$ cat src/pkg/switch_reset_cfg.svh
/*
  offsets, field positions, reset values and timing figures of the switch reset sequencer.
  assumes a 32-bit classic wishbone slave with byte addressing and a 10 MHz core clock.
*/
`ifndef SWITCH_RESET_CFG_SVH
`define SWITCH_RESET_CFG_SVH
// register byte offsets
`define CTRL_OFS 8'h00
`define STAT_OFS 8'h04
`define SMBS_OFS 8'h08
`define SCRATCH_OFS 8'h0c
`define GPIO_OFS 8'h10
// load-side view of per-port phy link state 0 registers, stride 4
`define PHY_LS0_BASE 8'h40
// switch control field positions
`define CTRL_FUND_BIT 0
`define CTRL_HOT_BIT 1
`define CTRL_HALT_BIT 2
`define CTRL_LDDIS_BIT 3
`define CTRL_EEDIS_BIT 4
// phy link state 0 field position
`define PHY_RETRAIN_BIT 0
// smb status field positions
`define SMBS_DONE_BIT 0
`define SMBS_ERR_BIT 1
`define SMBS_CODE_LSB 4
// status field positions
`define STAT_MODE_LSB 0
`define STAT_HALT_BIT 3
`define STAT_SLOW_BIT 4
`define STAT_ADDR_LSB 5
`define STAT_RETRY_BIT 9
`define STAT_CORE_RST_BIT 10
// reset values
`define CTRL_RST 5'h00
`define SCRATCH_RST 32'h0000_0000
`define UNMAPPED_RD 32'h0000_0000
// operating mode encodings
`define MODE_NORMAL 3'h0
`define MODE_EEPROM 3'h1
// timing
`define CLK_KHZ 10000
`define TRAIN_MS 20
`define CRS_MS 100
`define SMB_SLOW_KHZ 100
`define SMB_FAST_KHZ 400
`define HOT_HOLD_CYC 16
`endif

$ cat src/pkg/switch_reset_pkg.sv
/*
  types shared by the switch reset sequencer.
  assumes nothing beyond a systemverilog compiler.
*/
package switch_reset_pkg;
  // reset sequence steps
  typedef enum logic [3:0] {
    ST_FUND_HOLD, ST_SAMPLE, ST_PLL, ST_LINK, ST_QUASI, ST_SMB_SLAVE,
    ST_SMB_MASTER, ST_EEPROM, ST_HALT, ST_RUN, ST_HOT
  } state_t;
  // boot configuration vector
  typedef struct packed {
    logic [2:0] op_mode_sel;
    logic halt_after_reset;
    logic master_smb_slow_sel;
    logic [3:0] slave_smb_addr_pins;
  } boot_t;
  // one register write from the eeprom loader
  typedef struct packed {
    logic valid;
    logic [7:0] addr;
    logic [31:0] data;
  } eep_wr_t;
endpackage : switch_reset_pkg

$ cat src/rtl/switch_reset_sequencer.sv
/*
  fundamental and hot reset sequencer of a four-port switch with a wishbone register slave.
  assumes pll, link, stack and eeprom loader logic on clk_i; reset and boot pins are asynchronous.
*/
// Our own choices: the Wishbone slave port and the placing of the registers.
`timescale 1ns/1ps
`include "switch_reset_cfg.svh"

// Behaviour
// - pin low or control write starts fundamental reset
// - capture boot pins on pin release only
// - mode field picks eeprom load on 0x1
// - modes: 0 normal, 1 eeprom, others reserved
// - halt pin sets status halt flag
// - quasi reset, links training within 20 ms
// - retry completions within 100 ms, others ignored
// - master smbus 100 kHz slow, 400 kHz otherwise
// - slave smbus with pin address, then master
// - eeprom load writes registers in eeprom mode
// - eeprom retrain bit write retrains port link
// - load error aborts, sets halt, records code
// - done flag on finish or error
// - halt holds logic until agent clears it
// - complete control write before warm reset
// - general pins become inputs after fundamental reset
// - ts1, link down or control bit start hot reset
// - link down disable masks only that trigger
// - up downstream links forward hot reset
// - hot reset spares pll, serdes, smbus
// - hot reset keeps sticky and unlocked fields
// - after hot reset: 20 ms train, 100 ms retry
// - hot reset reloads eeprom unless disabled
module switch_reset_sequencer #(
  parameter int N_PORTS = 4,
  parameter int GPIO_W = 8,
  parameter logic [6:0] SLAVE_ADDR_FIXED = 7'h00,
  parameter int TRAIN_CYC = `TRAIN_MS * `CLK_KHZ,
  parameter int CRS_CYC = `CRS_MS * `CLK_KHZ
) (
  input wire logic clk_i,
  input wire logic rst_i,
  // wishbone slave
  input wire logic wb_cyc_i,
  input wire logic wb_stb_i,
  input wire logic wb_we_i,
  input wire logic [7:0] wb_adr_i,
  input wire logic [3:0] wb_sel_i,
  input wire logic [31:0] wb_dat_i,
  output logic [31:0] wb_dat_o,
  output logic wb_ack_o,
  // pins, asynchronous
  input wire logic ext_fund_reset_n_i,
  input wire switch_reset_pkg::boot_t boot_pins_i,
  // same-clock link and loader side
  input wire logic pll_lock_i,
  input wire logic ts1_hot_reset_i,
  input wire logic dl_down_i,
  input wire logic [N_PORTS-1:1] link_up_i,
  input wire switch_reset_pkg::eep_wr_t eep_wr_i,
  input wire logic eep_done_i,
  input wire logic eep_err_i,
  input wire logic [3:0] eep_err_code_i,
  // sequencing outputs
  output logic pll_serdes_rst_o,
  output logic link_train_en_o,
  output logic stack_rst_o,
  output logic cfg_retry_o,
  output logic core_rst_o,
  output logic slave_smb_en_o,
  output logic [6:0] slave_smb_addr_o,
  output logic master_smb_en_o,
  output logic master_smb_slow_o,
  output logic master_smb_tick_o,
  output logic eep_load_o,
  output logic [N_PORTS-1:0] retrain_o,
  output logic [N_PORTS-1:1] hot_reset_tx_o,
  output logic [GPIO_W-1:0] gpio_oe_o
);
  import switch_reset_pkg::*;

  localparam int SLOW_DIV = `CLK_KHZ / `SMB_SLOW_KHZ;
  localparam int FAST_DIV = `CLK_KHZ / `SMB_FAST_KHZ;
  localparam int HOT_CYC = `HOT_HOLD_CYC;

  logic [1:0] rstn_sync_ff; // pin synchroniser, bit 0 read only by bit 1
  boot_t boot_s1_ff; // first stage of boot pin synchroniser
  boot_t boot_s2_ff; // synchronised boot pins
  boot_t boot_ff; // vector captured at the last pin release
  logic pin_seen_ff; // fundamental reset came from the pin
  state_t state_ff;
  state_t nxt_state;
  logic [23:0] timer_ff; // cycles since the reset condition cleared
  logic timing_ff; // timer is measuring a deadline
  logic [4:0] hot_cnt_ff; // hot reset hold length
  logic hot_path_ff; // current sequence follows a hot reset
  logic pend_fund_ff; // control write seen, waiting for ack to retire
  logic pend_hot_ff;
  logic halt_ctl_ff, lddis_ff, eedis_ff;
  logic halt_stat_ff; // status copy of halt pin
  logic done_ff, err_ff;
  logic [3:0] err_code_ff;
  logic [31:0] scratch_ff;
  logic [GPIO_W-1:0] gpio_dir_ff;
  logic dl_down_q_ff, ts1_q_ff;
  logic [7:0] smb_div_ff;
  logic [7:0] gap_ff; // cycles since last smbus tick, checking only
  logic gap_seen_ff;
  logic wb_req, wb_wr, ctrl_hit;
  logic hot_trig;
  logic eep_fin;
  logic fund_entry, hot_entry;

  // wishbone request decode
  assign wb_req = wb_cyc_i & wb_stb_i & ~wb_ack_o;
  assign wb_wr = wb_req & wb_we_i;
  assign ctrl_hit = wb_wr & wb_sel_i[0] & (wb_adr_i == `CTRL_OFS);

  // two flip-flops on every pin before use
  always_ff @(posedge clk_i) begin
    if (rst_i) begin
      rstn_sync_ff <= 2'h0;
      boot_s1_ff <= '0;
      boot_s2_ff <= '0;
    end else begin
      rstn_sync_ff <= {rstn_sync_ff[0], ext_fund_reset_n_i};
      boot_s1_ff <= boot_pins_i;
      boot_s2_ff <= boot_s1_ff;
    end
  end

  // rising edges of the upstream triggers, so a held level fires once
  always_ff @(posedge clk_i) begin
    if (rst_i) begin
      dl_down_q_ff <= 1'b0;
      ts1_q_ff <= 1'b0;
    end else begin
      dl_down_q_ff <= dl_down_i;
      ts1_q_ff <= ts1_hot_reset_i;
    end
  end

  // triggers only count once the switch runs or halts; link loss during training is normal
  assign hot_trig = (ts1_hot_reset_i & ~ts1_q_ff)
                  | (dl_down_i & ~dl_down_q_ff & ~lddis_ff)
                  | (pend_hot_ff & ~wb_ack_o);
  assign eep_fin = eep_done_i | eep_err_i;

  // step sequencing; each step waits for the previous one
  always_comb begin
    nxt_state = state_ff;
    unique case (state_ff)
      ST_FUND_HOLD: if (rstn_sync_ff[1]) nxt_state = ST_SAMPLE;
      ST_SAMPLE: nxt_state = ST_PLL;
      // forced onward at the deadline so training is never late
      ST_PLL: if (pll_lock_i || timer_ff >= 24'(TRAIN_CYC - 2)) nxt_state = ST_LINK;
      ST_LINK: nxt_state = ST_QUASI;
      ST_QUASI: begin
        if (!hot_path_ff) nxt_state = ST_SMB_SLAVE;
        else if (boot_ff.op_mode_sel == `MODE_EEPROM && !eedis_ff) nxt_state = ST_EEPROM;
        else nxt_state = halt_ctl_ff ? ST_HALT : ST_RUN;
      end
      ST_SMB_SLAVE: nxt_state = ST_SMB_MASTER;
      ST_SMB_MASTER: begin
        // reserved modes run as plain normal mode
        if (boot_ff.op_mode_sel == `MODE_EEPROM) nxt_state = ST_EEPROM;
        else nxt_state = halt_ctl_ff ? ST_HALT : ST_RUN;
      end
      ST_EEPROM: if (eep_fin) nxt_state = (halt_ctl_ff || eep_err_i) ? ST_HALT : ST_RUN;
      ST_HALT: if (!halt_ctl_ff) nxt_state = ST_RUN;
      ST_RUN: if (hot_trig) nxt_state = ST_HOT;
      ST_HOT: if (hot_cnt_ff == 5'(HOT_CYC - 1)) nxt_state = ST_LINK;
      default: nxt_state = ST_FUND_HOLD;
    endcase
    if (state_ff == ST_HALT && hot_trig) nxt_state = ST_HOT;
    // warm reset waits until the write's ack has retired
    if (pend_fund_ff && !wb_ack_o) nxt_state = ST_FUND_HOLD;
    if (!rstn_sync_ff[1]) nxt_state = ST_FUND_HOLD;
  end

  assign fund_entry = (nxt_state == ST_FUND_HOLD);
  assign hot_entry = (nxt_state == ST_HOT) && (state_ff != ST_HOT);

  // state, path and pin-origin tracking
  always_ff @(posedge clk_i) begin
    if (rst_i) begin
      state_ff <= ST_FUND_HOLD;
      hot_path_ff <= 1'b0;
      pin_seen_ff <= 1'b1;
      hot_cnt_ff <= 5'h00;
    end else begin
      state_ff <= nxt_state;
      if (fund_entry) hot_path_ff <= 1'b0;
      else if (hot_entry) hot_path_ff <= 1'b1;
      // warm reset from the bit keeps the old vector
      if (!rstn_sync_ff[1]) pin_seen_ff <= 1'b1;
      else if (state_ff == ST_SAMPLE) pin_seen_ff <= 1'b0;
      hot_cnt_ff <= (state_ff == ST_HOT) ? hot_cnt_ff + 5'h01 : 5'h00;
    end
  end

  // boot vector capture on pin release
  always_ff @(posedge clk_i) begin
    if (rst_i) begin
      boot_ff <= '0;
      halt_stat_ff <= 1'b0;
    end else if (state_ff == ST_SAMPLE) begin
      if (pin_seen_ff) boot_ff <= boot_s2_ff;
      halt_stat_ff <= pin_seen_ff ? boot_s2_ff.halt_after_reset : boot_ff.halt_after_reset;
    end
  end

  // deadline timer, started when the reset condition clears
  always_ff @(posedge clk_i) begin
    if (rst_i) begin
      timer_ff <= 24'h00_0000;
      timing_ff <= 1'b0;
    end else if (fund_entry || state_ff == ST_HOT) begin
      timer_ff <= 24'h00_0000;
      timing_ff <= 1'b0;
    end else if (state_ff == ST_SAMPLE || state_ff == ST_LINK && !timing_ff) begin
      timer_ff <= 24'h00_0000;
      timing_ff <= 1'b1;
    end else if (timing_ff && timer_ff != 24'hff_ffff) begin
      timer_ff <= timer_ff + 24'h00_0001;
    end
  end

  // control bits; hot reset clears halt but keeps the unlocked ones
  always_ff @(posedge clk_i) begin
    if (rst_i || fund_entry) begin
      halt_ctl_ff <= 1'(`CTRL_RST >> `CTRL_HALT_BIT);
      lddis_ff <= 1'b0;
      eedis_ff <= 1'b0;
    end else begin
      if (state_ff == ST_SAMPLE) begin
        halt_ctl_ff <= pin_seen_ff ? boot_s2_ff.halt_after_reset : boot_ff.halt_after_reset;
      end else if (state_ff == ST_EEPROM && eep_err_i) begin
        halt_ctl_ff <= 1'b1;
      end else if (hot_entry) begin
        halt_ctl_ff <= 1'b0;
      end else if (ctrl_hit) begin
        halt_ctl_ff <= wb_dat_i[`CTRL_HALT_BIT];
      end else if (state_ff == ST_EEPROM && eep_wr_i.valid && eep_wr_i.addr == `CTRL_OFS) begin
        halt_ctl_ff <= eep_wr_i.data[`CTRL_HALT_BIT];
      end
      if (ctrl_hit) begin
        lddis_ff <= wb_dat_i[`CTRL_LDDIS_BIT];
        eedis_ff <= wb_dat_i[`CTRL_EEDIS_BIT];
      end else if (state_ff == ST_EEPROM && eep_wr_i.valid && eep_wr_i.addr == `CTRL_OFS) begin
        lddis_ff <= eep_wr_i.data[`CTRL_LDDIS_BIT];
        eedis_ff <= eep_wr_i.data[`CTRL_EEDIS_BIT];
      end
    end
  end

  // self-clearing reset requests wait for the ack to retire
  always_ff @(posedge clk_i) begin
    if (rst_i || fund_entry) begin
      pend_fund_ff <= 1'b0;
      pend_hot_ff <= 1'b0;
    end else begin
      if (ctrl_hit && wb_dat_i[`CTRL_FUND_BIT]) pend_fund_ff <= 1'b1;
      if (ctrl_hit && wb_dat_i[`CTRL_HOT_BIT]) pend_hot_ff <= 1'b1;
      else if (state_ff == ST_HOT) pend_hot_ff <= 1'b0;
    end
  end

  // smbus status: smbus logic survives hot reset, so only fundamental clears it
  always_ff @(posedge clk_i) begin
    if (rst_i || fund_entry) begin
      done_ff <= 1'b0;
      err_ff <= 1'b0;
      err_code_ff <= 4'h0;
    end else if (state_ff == ST_EEPROM && eep_fin) begin
      done_ff <= 1'b1;
      if (eep_err_i) begin
        err_ff <= 1'b1;
        err_code_ff <= eep_err_code_i;
      end
    end else if (wb_wr && wb_sel_i[0] && wb_adr_i == `SMBS_OFS) begin
      // write one clears; a finishing load above wins
      if (wb_dat_i[`SMBS_DONE_BIT]) done_ff <= 1'b0;
      if (wb_dat_i[`SMBS_ERR_BIT]) err_ff <= 1'b0;
    end
  end

  // scratch: low half plain, high half sticky, per byte lane
  genvar gb;
  generate
    for (gb = 0; gb < 4; gb++) begin : g_scratch
      always_ff @(posedge clk_i) begin
        if (rst_i || fund_entry || (hot_entry && gb < 2)) begin
          scratch_ff[gb*8 +: 8] <= 8'(`SCRATCH_RST >> (gb*8));
        end else if (wb_wr && wb_sel_i[gb] && wb_adr_i == `SCRATCH_OFS) begin
          scratch_ff[gb*8 +: 8] <= wb_dat_i[gb*8 +: 8];
        end
      end
    end
  endgenerate

  // general pin direction, inputs after any reset
  always_ff @(posedge clk_i) begin
    if (rst_i || fund_entry || hot_entry) gpio_dir_ff <= '0;
    else if (wb_wr && wb_sel_i[0] && wb_adr_i == `GPIO_OFS) gpio_dir_ff <= wb_dat_i[GPIO_W-1:0];
  end

  // wishbone answer one cycle after the request; unmapped reads zero
  always_ff @(posedge clk_i) begin
    if (rst_i) begin
      wb_ack_o <= 1'b0;
      wb_dat_o <= 32'h0000_0000;
    end else begin
      wb_ack_o <= wb_req;
      wb_dat_o <= `UNMAPPED_RD;
      if (wb_req && !wb_we_i) begin
        unique case (wb_adr_i)
          `CTRL_OFS: wb_dat_o <= 32'({eedis_ff, lddis_ff, halt_ctl_ff}) << `CTRL_HALT_BIT;
          `STAT_OFS: begin
            wb_dat_o <= 32'({core_rst_o, cfg_retry_o, boot_ff.slave_smb_addr_pins,
                             boot_ff.master_smb_slow_sel, halt_stat_ff, boot_ff.op_mode_sel});
          end
          `SMBS_OFS: wb_dat_o <= 32'({err_code_ff, 2'h0, err_ff, done_ff});
          `SCRATCH_OFS: wb_dat_o <= scratch_ff;
          `GPIO_OFS: wb_dat_o <= 32'(gpio_dir_ff);
          default: wb_dat_o <= `UNMAPPED_RD;
        endcase
      end
    end
  end

  // sequencing outputs, decoded from the next state so they leave flip-flops aligned
  always_ff @(posedge clk_i) begin
    if (rst_i) begin
      pll_serdes_rst_o <= 1'b1;
      link_train_en_o <= 1'b0;
      stack_rst_o <= 1'b1;
      cfg_retry_o <= 1'b0;
      core_rst_o <= 1'b1;
      slave_smb_en_o <= 1'b0;
      master_smb_en_o <= 1'b0;
      eep_load_o <= 1'b0;
    end else begin
      // hot reset leaves pll, serdes and both smbuses alone
      pll_serdes_rst_o <= nxt_state inside {ST_FUND_HOLD, ST_SAMPLE};
      link_train_en_o <= !(nxt_state inside {ST_FUND_HOLD, ST_SAMPLE, ST_PLL, ST_HOT});
      stack_rst_o <= nxt_state inside {ST_FUND_HOLD, ST_SAMPLE, ST_PLL, ST_LINK, ST_HOT};
      cfg_retry_o <= nxt_state inside {ST_QUASI, ST_SMB_SLAVE, ST_SMB_MASTER,
                                       ST_EEPROM, ST_HALT};
      core_rst_o <= nxt_state != ST_RUN;
      if (fund_entry) slave_smb_en_o <= 1'b0;
      else if (nxt_state == ST_SMB_SLAVE) slave_smb_en_o <= 1'b1;
      if (fund_entry) master_smb_en_o <= 1'b0;
      else if (nxt_state == ST_SMB_MASTER) master_smb_en_o <= 1'b1;
      eep_load_o <= nxt_state == ST_EEPROM;
    end
  end

  // smbus setup from the captured vector
  always_ff @(posedge clk_i) begin
    if (rst_i) begin
      master_smb_slow_o <= 1'b0;
      slave_smb_addr_o <= SLAVE_ADDR_FIXED;
    end else if (state_ff == ST_QUASI && !hot_path_ff) begin
      master_smb_slow_o <= boot_ff.master_smb_slow_sel;
      slave_smb_addr_o <= SLAVE_ADDR_FIXED;
      slave_smb_addr_o[5] <= boot_ff.slave_smb_addr_pins[3];
      slave_smb_addr_o[3:1] <= boot_ff.slave_smb_addr_pins[2:0];
    end
  end

  // master smbus bit-rate enable pulse
  always_ff @(posedge clk_i) begin
    if (rst_i || !master_smb_en_o) begin
      smb_div_ff <= 8'h00;
      master_smb_tick_o <= 1'b0;
    end else if (smb_div_ff == 8'((master_smb_slow_o ? SLOW_DIV : FAST_DIV) - 1)) begin
      smb_div_ff <= 8'h00;
      master_smb_tick_o <= 1'b1;
    end else begin
      smb_div_ff <= smb_div_ff + 8'h01;
      master_smb_tick_o <= 1'b0;
    end
  end

  // eeprom retrain writes and hot reset forwarding per port
  genvar gp;
  generate
    for (gp = 0; gp < N_PORTS; gp++) begin : g_port
      always_ff @(posedge clk_i) begin
        if (rst_i) retrain_o[gp] <= 1'b0;
        else retrain_o[gp] <= state_ff == ST_EEPROM && eep_wr_i.valid &&
                              eep_wr_i.addr == 8'(`PHY_LS0_BASE + 4*gp) &&
                              eep_wr_i.data[`PHY_RETRAIN_BIT];
      end
      if (gp > 0) begin : g_down
        always_ff @(posedge clk_i) begin
          if (rst_i) hot_reset_tx_o[gp] <= 1'b0;
          else hot_reset_tx_o[gp] <= nxt_state == ST_HOT && link_up_i[gp];
        end
      end
    end
  endgenerate

  // general pin enables follow the direction register
  always_ff @(posedge clk_i) begin
    if (rst_i) gpio_oe_o <= '0;
    else gpio_oe_o <= (fund_entry || hot_entry) ? '0 : gpio_dir_ff;
  end

  // checking only: spacing of smbus ticks
  always_ff @(posedge clk_i) begin
    if (rst_i || !master_smb_en_o) begin
      gap_ff <= 8'h00;
      gap_seen_ff <= 1'b0;
    end else if (master_smb_tick_o) begin
      gap_ff <= 8'h00;
      gap_seen_ff <= 1'b1;
    end else begin
      gap_ff <= gap_ff + 8'h01;
    end
  end
endmodule : switch_reset_sequencer

$ cat config.mk
export PLATFORM = sky130hd
export DESIGN_NAME = switch_reset_sequencer
export DESIGN_NICKNAME = d
export VERILOG_FILES = /design/src/pkg/switch_reset_pkg.sv /design/src/rtl/switch_reset_sequencer.sv
export VERILOG_INCLUDE_DIRS = /design/src /design/src/pkg
export SDC_FILE = /design/constraint.sdc
export NUM_CORES = 1
export LEC_CHECK = 0
export ABC_AREA = 1
export BUFFER_PORTS_ARGS = -buffer_cell sky130_fd_sc_hd__buf_2
export CORE_ASPECT_RATIO = 0.75
export CORE_MARGIN = 4
export CORE_UTILIZATION = 51
export DETAILED_ROUTE_END_ITERATION = 10
export GPL_TIMING_DRIVEN = 0
export PLACE_DENSITY = 0.72
export SKIP_LAST_GASP = 1
export SYNTH_ARGS = -nofsm -noshare
export SYNTH_HDL_FRONTEND = slang
export SYNTH_SLANG_ARGS = --single-unit
$ cat constraint.sdc
create_clock -name clk_i -period 3.78 [get_ports clk_i]
set_input_delay 0.567 -clock clk_i [delete_from_list [all_inputs] [get_ports clk_i]]
set_output_delay 0.567 -clock clk_i [all_outputs]
set_load 0.02 [all_outputs]
## After elaboration in Yosys (flattened, before gate mapping)

Index checks and enable logic that the tools add are counted.

- $add $sub $neg: 4
- Magnitude comparators: 1
- Eq/ne operators: 34
- Mux-type cells: 36
- Bitwise logic cells: 19
- Reduce and logical (&&, ||, !) cells: 76

Operators by type and width:

| kind | count |
|---|---|
| one-hot mux 32 bit (5 select lines) | 1 |
| 2-to-1 mux 4 bit | 11 |
| one-hot mux 4 bit (11 select lines) | 1 |
| logical AND 1 bit | 35 |
| equality test 4 x 3 -> 1 bit, second input constant | 8 |
| equality test 8 x 7 -> 1 bit, second input constant | 4 |
| adder 24 x 1 -> 24 bit, second input constant | 1 |
| >= comparator 24 x 18 -> 1 bit, second input constant | 1 |
| != test 24 bit, second input constant | 1 |
| 2-to-1 mux 1 bit | 22 |
| equality test 4 bit, second input constant | 5 |
| equality test 4 x 2 -> 1 bit, second input constant | 4 |
| equality test 8 x 4 -> 1 bit, second input constant | 2 |
| zero test 8 bit | 2 |
| nonzero test 5 bit | 3 |
| OR reduction 2 bit | 7 |
| nonzero test 2 bit | 6 |
| bitwise AND 1 bit | 9 |
| adder 8 x 1 -> 8 bit, second input constant | 1 |
| equality test 4 x 1 -> 1 bit, second input constant | 2 |
| equality test 8 x 3 -> 1 bit, second input constant | 1 |
| equality test 8 x 5 -> 1 bit, second input constant | 1 |
| equality test 8 bit | 1 |
| zero test 4 bit | 2 |
| other kinds (15) | 39 |

- Register bits after elaboration: 189
- Bits of input ports: 112
- Output and inout port bits: 65
- Word-level logic and storage cells: 227

## Longest topological paths before layout

Gate-level depths: netlist of run 1.

- Depth in word-level cells: 15
- Mapped depth: 17
- Mapped depth without buffers: 17

## Worst setup path after synthesis of run 1

OpenSTA, ideal clock, no wires.

- Path kind: input port to flip-flop
- From: input wb_adr_i[1]
- To: register scratch_ff[10]
- Library setup time: 0.117 ns
- Arrival time: 1.761 ns
- Data required time: 3.663 ns
- Setup slack: 1.902 ns
- Stages: 8
- Buffers on the path: 1
- Path through: or2_1 -> nor2_1 -> nand3_1 -> inv_1 -> buf_4 -> nand3_1 -> nand2_1 -> a21oi_1

- Cells in the longest elaborated chain, start to end: 2

RTL lines:

| item | RTL line | text |
|---|---|---|
| start, declared | switch_reset_sequencer.sv:46 | `input wire logic [7:0] wb_adr_i,` |
| equality test 8 x 4 -> 1 bit | - |  |
| logical AND 1 bit (no line) | - |  |
| end signal, assigned by index | switch_reset_sequencer.sv:293 | `` scratch_ff[gb*8 +: 8] <= 8'(`SCRATCH_RST >> (gb*8)); `` |
| end signal, assigned by index | switch_reset_sequencer.sv:295 | `scratch_ff[gb*8 +: 8] <= wb_dat_i[gb*8 +: 8];` |
| end, declared | switch_reset_sequencer.sv:102 | `logic [31:0] scratch_ff;` |

Every way passes these cells.
A chain may end at the register's enable or synchronous reset.

## Worst setup path in the final report of run 1

- From: input rst_i
- To: register master_smb_en_o

- Cells in the longest elaborated chain, start to end: 1

RTL lines:

| item | RTL line | text |
|---|---|---|
| start, declared | switch_reset_sequencer.sv:41 | `input wire logic rst_i,` |
| OR reduction 2 bit (no line) | - |  |
| end signal, assigned | switch_reset_sequencer.sv:340 | `master_smb_en_o <= 1'b0;` |
| end signal, assigned | switch_reset_sequencer.sv:352 | `if (fund_entry) master_smb_en_o <= 1'b0;` |
| end signal, assigned | switch_reset_sequencer.sv:353 | `else if (nxt_state == ST_SMB_MASTER) master_smb_en_o <= 1'b1;` |
| end, declared | switch_reset_sequencer.sv:71 | `output logic master_smb_en_o,` |

Every way passes these cells.

==> summary.md, run 1 <==
| Metric | Value |
|---|---|
| Run status | `finished, final reports clean` |
| Core footprint | `0.01441 sq mm` |
| Max_cap viols | `0` |
| Worst-margin pin slew | `0.6967 ns` |
| Setup TNS | `0 ns` |
| Layout area overhead | `21.20%` |
| Diodes inserted | `0` |
| Setup CP Type | `in -> reg` |
| Longest Clk Path Bufs | `2` |
| Antenna-violating nets left | `0` |
| Largest net degree at the start of global routing | `20` |
| Post-synth EDFFs | `0` |
| Root Driver | `clkbuf_16` |
| Yosys reg bits | `189` |
| HP Class | `in -> reg` |
| DRT Pass-1 Iters | `6` |
| CTS Hold Bufs | `0` |
| Drt wl/cell | `14.01 um` |
| Synth Flop Type | `dfxtp_1` |
| Minimum clock period | `2.390 ns` |
| DRT iter0 DRCs | `704` |
| Max frequency | `418.4 MHz` |
| Power density over the cells | `438.4 mW/mm^2` |
| # clock sinks | `189` |
| Worst Setup End Kind | `flop` |
| Clock Latency Late Sink | `0.44 ns` |
| Post-route DRC | `0` |
| Syn Inst Count | `970` |
| Critical R2R Launch | `timer_ff[0]$_SDFFE_PP0P_` |
| Die ar. | `0.01669 sq mm` |
| Remaining global-route overflow | `0` |
| FF-to-FF End | `scratch_ff[4]$_SDFFE_PP0P_` |
| Row cnt | `38` |
| Die Ht | `112.9 um` |
| Die width | `147.9 um` |
| Max_slew headroom | `0.5316` |
| Max-slew violations | `0` |
| RSZ-0062 raised after global routing | `false` |
| Hpwl dp | `14160 um` |
| Share of layout cells above drive strength 1 | `0.1962` |
| Sequential area share after synthesis | `0.5057` |
| Vias | `6700` |
| CP required | `4.08 ns` |
| Worst-path maximum fanout | `10` |
| Worst Hold Depth | `3` |
| Starting density of the core | `0.5194` |
| Cts bufs inserted | `17` |
| Via-to-Cell Ratio | `4.974` |
| Gpl congestion | `0.9075` |
| Initial antenna violation count | `0` |
| Synth Warn # | `0` |
| H-Tree Depth | `4` |
| Post-Syn Area per Cell | `7.714 sq um` |
| Worst hold start | `boot_pins_i[1]` |
| Pre-CTS worst setup slack | `0.9859 ns` |
| PortBufs | `143` |
| Clock skew | `0.009417 ns` |
| Vias in the first global route | `5902` |
| CTS tree | `yes` |
| Synthesized area | `0.007482 sq mm` |
| Boundary Pins | `177` |
| Worst VDD drop | `0.0002819 V` |
| Worst r2r path cells | `16` |
| Hold Vio Cnt, Final | `0` |
| Worst-path clk slew | `0.07 ns` |
| Yosys cell types | `51` |
| Setup slack after layout | `1.390 ns` |
| Hold EP | `boot_s1_ff[1]$_SDFF_PP0_` |
| GRT Total Usage | `0.2272` |
| Post-CTS setup buffer count | `0` |
| Final setup vio count | `0` |
| # nets final | `1251` |
| Ys async rst share | `0` |
| Fin crit share | `0.6323` |
| Global-route wire length before repair | `30100 um` |
| CTS resizes | `0` |
| Startpoint Class | `primary input` |
| WL final | `18870 um` |
| Leakage power | `0.003680 uW` |
| Crit path DAT | `2.69 ns` |
| R2R Setup Slk | `1.60 ns` |
==> critical path: stages <==
cell and delay [ns]:
clkbuf_1 0.50, inv_1 0.34, nand2_1 0.17, clkbuf_1 0.48, clkbuf_1 0.52, a21oi_1 0.09
==> flip-flops by register name, summed over array words and instances (netlist names), 5 cells and up <==
name and cells:
scratch_ff 32, wb_dat_o 32, timer_ff 24, boot_ff 9, boot_s1_ff 9, boot_s2_ff 9
gpio_dir_ff 8, gpio_oe_o 8, smb_div_ff 8, hot_cnt_ff 5
==> cells in the mapped netlist, types with 3 or more instances <==
library cell / number / area [sq um]
nand2_1: 198 / 743.2
dfxtp_1: 189 / 3784
nor2_1: 161 / 604.3
inv_1: 107 / 401.6
a21oi_1: 79 / 395.4
nand3_1: 43 / 215.2
nor3_1: 21 / 105.1
clkbuf_1: 19 / 71.32
nand4_1: 18 / 112.6
o21ai_0: 18 / 90.09
xor2_1: 9 / 78.83
a221oi_1: 8 / 70.07
nor2_2: 8 / 50.05
a211oi_2: 6 / 75.07
buf_4: 6 / 45.04
inv_2: 6 / 22.52
nor3b_1: 6 / 45.04
ha_1: 5 / 62.56
nor4_1: 5 / 31.28
nand2_2: 4 / 25.02
nand3_2: 4 / 40.04
o211ai_1: 4 / 30.03
o21ai_1: 4 / 20.02
a211oi_1: 3 / 22.52
and3_1: 3 / 18.77
buf_2: 3 / 15.01
==> layer usage <==
metal  track usage  wire length (um)
met2        0.3143              7691
met1        0.3456              9252
met4       0.05785               254
met3       0.06725              1669
met5             0                 0
==> worst max-delay path by stage <==
| stage | cells after the start | startpoint | slack (ns) | to |
|---|---|---|---|---|
| after floorplan | 8 | wb_adr_i[1] | 1.90 | scratch_ff[10]$_SDFFE_PP0P_ |
| after global placement | 6 | rst_i | 0.95 | scratch_ff[31]$_SDFFE_PP0P_ |
| after detailed placement | 6 | rst_i | 0.99 | err_code_ff[3]$_SDFFE_PP0P_ |
| after CTS | 6 | rst_i | 1.44 | err_code_ff[3]$_SDFFE_PP0P_ |
| after global routing | 6 | rst_i | 1.32 | err_code_ff[3]$_SDFFE_PP0P_ |
| final | 6 | rst_i | 1.39 | master_smb_en_o$_SDFFE_PP0N_ |
==> cell type report <==
| cell class | instances | area, sq um |
|---|---|---|
| timing repair buffer | 143 | 715.7 |
| multi-input combinational | 639 | 3132 |
| inverter | 113 | 424.2 |
| sequential | 189 | 3784 |
| clock inverter | 14 | 173.9 |
| fill | 1295 | 5338 |
| buffer | 31 | 150.1 |
| clock buffer | 18 | 439.2 |
| tap | 200 | 250.2 |
==> layout by cell type (no fill, tap or decap), drive strengths merged, types with 3 or more instances in the layout <==
cell	n
nand2	204
dfxtp	189
nor2	171
buf	155
inv	120
a21oi	81
nand3	47
clkbuf	37
nor3	23
o21ai	22
nand4	19
xor2	9
a211oi	9
a221oi	8
nor4	7
nor3b	6
ha	5
o211ai	4
clkinv	4
and3	3
conb	3
or2	3
==> cells by family after synthesis <==
family | synth area share
buf+inv | 0.07676
other cells | 0.0005012
fa+ha+maj | 0.008361
xor+xnor | 0.01288
flops | 0.5057
compound gates | 0.1084
simple gates | 0.2875
==> report_power, final <==
group | switching (uW) | total, uW | internal (uW) | leakage (uW)
clock | 863 | 1830 | 967 | 0.000294
sequential | 7.88 | 2010 | 2000 | 0.00153
combinational | 80.9 | 133 | 51.7 | 0.00186
==> stage by stage <==
| stage | hold WS, ns | total power [uW] | std cells | area (sq um) | utilization |
|---|---|---|---|---|---|
| final | 0.3206 | 3976 | 1347 | 9069 | 0.6295 |
| after global routing | 0.2999 | 4114 | 1347 | 9069 | 0.6295 |
| after CTS | 0.3089 | 4000 | 1347 | 9069 | 0.6295 |
| after detailed placement | 0.3922 | 2190 | 1315 | 8456 | 0.5869 |
| after global placement | 0.3904 | 2189 | 1315 | 8456 | 0.5869 |
| after floorplan | 0.3883 | 2119 | 972 | 7490 | - |
(Power assumes the default switching activity.)
==> run 2, diff against run 1 <==
CORE_UTILIZATION = 48   (was 51)
PLACE_DENSITY = 0.71   (was 0.72)
clock period = 2 ns   (was 3.78 ns; I/O delays follow)
==> run 2 against run 1 <==
  * Sequential share of layout area decreased by 1.2 points
  * Via count up 2.8%
  * Global-route usage is 1.6 points lower
  * Critical endpoint is now gpio_dir_ff[6]$_SDFFE_PP0P_
  * Count of clock-buffer cells in the layout decreased by 1
  * Sequential cell count stayed put
  * Register-to-register slack got worse by 1.6 ns
  * Utilization shrank 1.6 points
  * Combinational power grew 100%
  * Die area rose by 5.9%
==> summary.md, run 2 (synthesized netlist as in run 1, its figures left out) <==
| Metric | Value |
|---|---|
| Die width | `152.2 um` |
| Worst-path clk slew | `0.08 ns` |
| Die Ht | `116.1 um` |
| Cell Int Power | `5530 uW` |
| Clock Latency Late Sink | `0.43 ns` |
| Worst r2r path cells | `14` |
| Max-slew violations | `0` |
| Worst Setup End Kind | `flop` |
| RSZ-0062 raised after global routing | `true` |
| Antenna-violating nets left | `0` |
| Hold Vio Cnt, Final | `0` |
| Share of layout cells above drive strength 1 | `0.2517` |
| Worst VDD drop | `0.0005870 V` |
| Core Util, Final | `0.6139` |
| Vias in the first global route | `6062` |
| Worst hold start | `boot_pins_i[0]` |
| H-Tree Depth | `4` |
| # nets final | `1269` |
| Worst Hold Depth | `3` |
| Via-to-Cell Ratio | `5.026` |
| DRT iter0 DRCs | `598` |
| Initial antenna violation count | `0` |
| Post-route DRC | `0` |
| Leakage power | `0.003826 uW` |
| CTS tree | `yes` |
| Cts bufs inserted | `17` |
| Setup CP Type | `reg -> reg` |
| Critical R2R Launch | `wb_ack_o$_SDFF_PP0_` |
| Multi-input gate area | `0.003293 sq mm` |
| Worst-margin pin slew | `0.7697 ns` |
| Run status | `finished, final reports clean` |
| DRT Pass-1 Iters | `5` |
| Regs by FF count | `scratch_ff (32), wb_dat_o (32), timer_ff (24)` |
| Vias | `6886` |
| Fill cell count | `1395` |
| Startpoint Class | `flop` |
| Max_slew headroom | `0.4826` |
| Die ar. | `0.01767 sq mm` |
| Core footprint | `0.01527 sq mm` |
| Most common cell after layout, fill and taps aside | `nand2_1` |
| Largest net degree at the start of global routing | `19` |
| Register area | `0.003799 sq mm` |
| Worst-path maximum fanout | `5` |
| Max frequency | `505.4 MHz` |
| # clock sinks | `189` |
| Switching pwr | `1720 uW` |
| PortBufs | `143` |
| Max_cap viols | `0` |
| Setup TNS | `0 ns` |
| DP Cell Count | `1320` |
| Clock skew | `0.01410 ns` |
| WL final | `19460 um` |
| Total Power | `7250 uW` |
| Hold EP | `boot_s1_ff[0]$_SDFF_PP0_` |
| Gpl congestion | `0.8880` |
| Final setup vio count | `0` |
| Logic pwr share | `0.037` |
| Crit path DAT | `2.33 ns` |
| Most frequent cells in the layout | `nand2_1, dfxtp_1, nor2_1` |
| Global-route wire length before repair | `30080 um` |
| WHS | `0.06974 ns` |
| GRT Total Usage | `0.2111` |
| Boundary Pins | `177` |
| Minimum clock period | `1.979 ns` |
| Sequential share of power | `0.525` |
| Hpwl dp | `14370 um` |
| Clock share of power | `0.438` |
| R2R Setup Slk | `0.02 ns` |
| Root Driver | `clkbuf_16` |
| CP required | `2.35 ns` |
| FF-to-FF End | `gpio_dir_ff[6]$_SDFFE_PP0P_` |
| Layout area overhead | `25.32%` |
| Starting density of the core | `0.4899` |
| Fin crit share | `0.9894` |
| Longest Clk Path Bufs | `2` |
| Layout Cells excl Fill | `1370` |
| Remaining global-route overflow | `0` |
| Power density over the cells | `773.3 mW/mm^2` |
| HP Class | `in -> reg` |
| Drt wl/cell | `14.20 um` |
| Sw frac | `0.2372` |
| Row cnt | `39` |
## run 2: changes by cell type in the layout (fill, tap and decap cells not counted), moves of 4 or more
cell and change:
inv_1 -4, clkbuf_1 -7, buf_4 +14, nor2_1 -6
dfxtp_2 +9, nand2_1 -8, clkbuf_2 +6, dfxtp_1 -10
nand2_2 +6, nor3_1 -4
## run 2: power groups by stage
stage / logic (uW) / clock network (uW) / registers, uW
global route: 294 / 3390 / 3810
global placement: 244 / 0 / 3890
floorplan: 116 / 0 / 3890
CTS: 263 / 3220 / 3810
detailed placement: 246 / 0 / 3890
finish: 266 / 3180 / 3810
## run 2: routing by layer
layer / part of all wire / track usage / vias up
met5: 0 / 0 / -
met2: 0.42 / 0.3083 / 256
met1: 0.49 / 0.3155 / 3120
met3: 0.082 / 0.05519 / 15
li1: - / - / 3495
met4: 0.011 / 0.04491 / 0
## run 2: timing repair
action                                 in CTS  in global routing
setup buffers                              10                  9
setup endpoints to repair                  66                 95
pin swaps                                   3                  9
endpoints found under the hold margin       0                  0
gates resized for setup                    27                 50
hold buffers                                0                  0
cloned                                      1                  0
## run 2: critical path: stages, from the launching register on
cell and delay [ns]:
dfxtp_2 0.34, inv_1 0.08, nand2_2 0.08, o21ai_0 0.08, nor2_1 0.23, nor2_1 0.12, nor2_1 0.11, nand2_1 0.07
nand2_2 0.08, nand2_4 0.08, nand4_4 0.12, nand2_4 0.09, buf_12 0.14, buf_8 0.12, a211oi_2 0.15
## run 2: cell type report
type	instances	share of cell area
inverters	113	0.04550
multi-input cells	639	0.3512
plain buffers	31	0.01895
clock buffers	17	0.04537
flip-flops and latches	189	0.4051
diodes	1	0.0002669
repair buffers	161	0.09247
well taps	205	0.02736
clock inverters	14	0.01374
## run 2: how the worst max path moves through the flow
stage	startpoint	to	slack, ns
2_1_floorplan	timer_ff[0]$_SDFFE_PP0P_	gpio_dir_ff[0]$_SDFFE_PP0P_	0.16
3_3_place_gp	rst_i	scratch_ff[23]$_SDFFE_PP0P_	-0.48
3_5_place_dp	rst_i	scratch_ff[31]$_SDFFE_PP0P_	-0.51
4_1_cts	hot_cnt_ff[0]$_SDFF_PP0_	gpio_oe_o[2]$_SDFF_PP0_	-0.01
5_1_grt	state_ff[0]$_SDFF_PP0_	eep_load_o$_SDFF_PP0_	-0.15
6_report	wb_ack_o$_SDFF_PP0_	gpio_dir_ff[6]$_SDFFE_PP0P_	0.02
## run 2: stage by stage
step | area, sq um | worst slack, ns
after floorplan | 7490 | 0.1610
after CTS | 9211 | -0.01208
after global routing | 9374 | -0.1514
after global placement | 8462 | -0.4811
final | 9376 | 0.02120
after detailed placement | 8462 | -0.5131
==> run 3, diff against run 2 <==
CORE_UTILIZATION = 41   (was 48)
PLACE_DENSITY = 0.62   (was 0.71)
==> run 3 against run 2 <==
  * The run now ends with negative setup slack left
  * First-iteration DRC count shrank 9.5%
  * Clock power rose by 8.5%
  * Register-to-register slack lost 0.04 ns
  * Via count decreased by 1.8%
  * Final cell count up 2.8%
  * Critical path depth increased by 2
==> summary.md, run 3 (synthesized netlist as in run 1, its figures left out) <==
| Metric | Value |
|---|---|
| Share of layout cells above drive strength 1 | `0.2607` |
| Switching pwr | `1828 uW` |
| Sequential share of power | `0.505` |
| Layout area overhead | `27.11%` |
| Clock skew | `0.01091 ns` |
| Gpl congestion | `0.9042` |
| WHS | `0.06141 ns` |
| CTS Hold Bufs | `0` |
| Worst-path maximum fanout | `4` |
| Max_slew headroom | `0.4409` |
| Max frequency | `495.7 MHz` |
| Worst r2r path cells | `16` |
| Die Ht | `125.0 um` |
| Crit-path max cell delay | `0.34 ns` |
| Starting density of the core | `0.4212` |
| Longest Clk Path Bufs | `2` |
| Die ar. | `0.02050 sq mm` |
| WL met3 | `1170 um` |
| PortBufs | `143` |
| CP Buf/Inv Count | `1` |
| Startpoint Class | `flop` |
| Die width | `164.0 um` |
| Hpwl dp | `15220 um` |
| Most frequent cells in the layout | `nand2_1, dfxtp_1, nor2_1` |
| Register area | `0.003797 sq mm` |
| Setup slack after layout | `-0.01750 ns` |
| Failing checks | `negative setup slack` |
| Initial antenna violation count | `0` |
| Critical R2R Launch | `hot_cnt_ff[1]$_SDFF_PP0_` |
| WL final | `20160 um` |
| # nets final | `1270` |
| DP Cell Count | `1357` |
| Boundary Pins | `177` |
| Worst hold start | `boot_pins_i[0]` |
| Row cnt | `42` |
| Vias | `6762` |
| Via-to-Cell Ratio | `4.803` |
| Worst-margin pin slew | `0.8317 ns` |
| CP required | `2.32 ns` |
| DRT Pass-1 Iters | `6` |
| Cell Int Power | `5698 uW` |
| Clock share of power | `0.458` |
| CP cell instances | `ha_4 > nand2_2 > nor2_2 > ha_2 > nand2_1 > nand2_1 > nand3b_1 > nor2_2 > nand2_2 > nand2_4 > nand4_4 > buf_6 > nand2_2 > nand2_1 > nand2_1 > a21oi_1` |
| GRT Total Usage | `0.1940` |
| Core Util, Final | `0.5354` |
| Max-slew violations | `0` |
| CTS tree | `yes` |
| Regs by FF count | `scratch_ff (32), wb_dat_o (32), timer_ff (24)` |
| Minimum clock period | `2.018 ns` |
| Run status | `complete, but fails checks` |
| Logic pwr share | `0.036` |
| Remaining global-route overflow | `0` |
| Worst Hold Depth | `3` |
| Setup TNS | `-0.02726 ns` |
| H-Tree Depth | `4` |
| Post-route DRC | `0` |
| HP Class | `in -> reg` |
| Clock Latency Late Sink | `0.44 ns` |
| Wire length on met1 | `10640 um` |
| Hold EP | `boot_s1_ff[0]$_SDFF_PP0_` |
| Power density over the cells | `791.3 mW/mm^2` |
| Global-route wire length before repair | `31600 um` |
| Drt wl/cell | `14.32 um` |
| R2R Setup Slk | `-0.02 ns` |
| Sw frac | `0.2429` |
| Layout Cells excl Fill | `1408` |
| Setup CP Type | `reg -> reg` |
| Crit path max-delay family | `simple AND/OR/NAND/NOR gates` |
| Worst Setup End Kind | `flop` |
| DRT iter0 DRCs | `541` |
| Antenna-violating nets left | `0` |
| DR WL met2 | `8112 um` |
| # clock sinks | `189` |
| Root Driver | `clkbuf_16` |
| Final setup vio count | `4` |
| Hold Vio Cnt, Final | `0` |
| Critical Path Slowest Stage Cell | `dfxtp_2` |
| Highest metal used | `met4` |
| Cts bufs inserted | `17` |
| Worst-path clk slew | `0.08 ns` |
| Diodes inserted | `0` |
| FF-to-FF End | `halt_ctl_ff$_SDFFE_PP0P_` |
| Core footprint | `0.01776 sq mm` |
| Max_cap viols | `0` |
| Most used cell, CP | `nand2_1` |
| Fin crit share | `1.009` |
| Most common cell after layout, fill and taps aside | `nand2_1` |
| Leakage power | `0.003829 uW` |
| Crit path DAT | `2.34 ns` |
| RSZ-0062 raised after global routing | `true` |
| Vias in the first global route | `6085` |
| Multi-input gate area | `0.003342 sq mm` |
| Worst VDD drop | `0.0004983 V` |
| Fill cell count | `1750` |
| Largest net degree at the start of global routing | `20` |
-- run 3: cell types whose count changed in the layout (fill, tap and decap cells not counted), moves of 3 or more --
cell,before,now
nand2_1,190,186
nor3_2,4,1
nor2_4,5,8
nand2_4,4,1
nor2_1,155,152
inv_8,3,6
nand2_2,10,16
a21oi_2,3,6
-- run 3: repair_timing --
| action | 4_1_cts | 5_1_grt |
|---|---|---|
| endpoints found under the hold margin | 0 | 0 |
| pin swaps | 11 | 20 |
| buffers inserted | 12 | 9 |
| setup endpoints to repair | 68 | 94 |
| resized for setup | 30 | 62 |
| gates cloned | 1 | 0 |
-- run 3: tightest hold or removal path, cell delays in order --
cell and delay (ns):
buf_2 0.07, inv_1 0.03, nor2_1 0.06
-- run 3: layout make-up --
cell class,count,share of cell area
Sequential cell,189,0.3993
Multi-Input combinational cell,639,0.3514
Timing Repair Buffer,164,0.09341
Clock buffer,18,0.04513
Inverter,113,0.04513
Tap cell,242,0.03184
Clock inverter,14,0.01816
Buffer,29,0.01566
-- run 3: power groups by stage --
stage | Clock, uW | Combinational [uW] | Sequential, uW
after floorplan | 0 | 116 | 3890
after global placement | 0 | 249 | 3890
after detailed placement | 0 | 251 | 3890
after CTS | 3500 | 264 | 3800
after global routing | 3650 | 307 | 3810
final | 3450 | 273 | 3800
-- run 3: worst max path at each step --
stage	slack, ns	depth (start not counted)	end	start
final	-0.02	16	halt_ctl_ff$_SDFFE_PP0P_	hot_cnt_ff[1]$_SDFF_PP0_
after detailed placement	-0.51	6	err_ff$_SDFFE_PP0P_	rst_i
after global placement	-0.53	6	scratch_ff[23]$_SDFFE_PP0P_	rst_i
after CTS	-0.06	14	gpio_dir_ff[6]$_SDFFE_PP0P_	hot_cnt_ff[0]$_SDFF_PP0_
after floorplan	0.16	16	gpio_dir_ff[0]$_SDFFE_PP0P_	timer_ff[0]$_SDFFE_PP0P_
after global routing	-0.14	14	halt_ctl_ff$_SDFFE_PP0P_	wb_ack_o$_SDFF_PP0_
-- run 3: metal layers --
layer / up-vias / global-route usage
met1: 3085 / 0.3056
met3: 16 / 0.04145
li1: 3496 / -
met5: - / 0
met2: 165 / 0.2652
met4: 0 / 0.05079
-- run 3: stage by stage --
step | instance area (sq um) | worst slack, ns | total power [uW]
6_report | 9510 | -0.01750 | 7526
5_1_grt | 9510 | -0.1397 | 7766
4_1_cts | 9298 | -0.05847 | 7567
3_5_place_dp | 8508 | -0.5063 | 4143
3_3_place_gp | 8508 | -0.5251 | 4140
2_1_floorplan | 7490 | 0.1610 | 4004
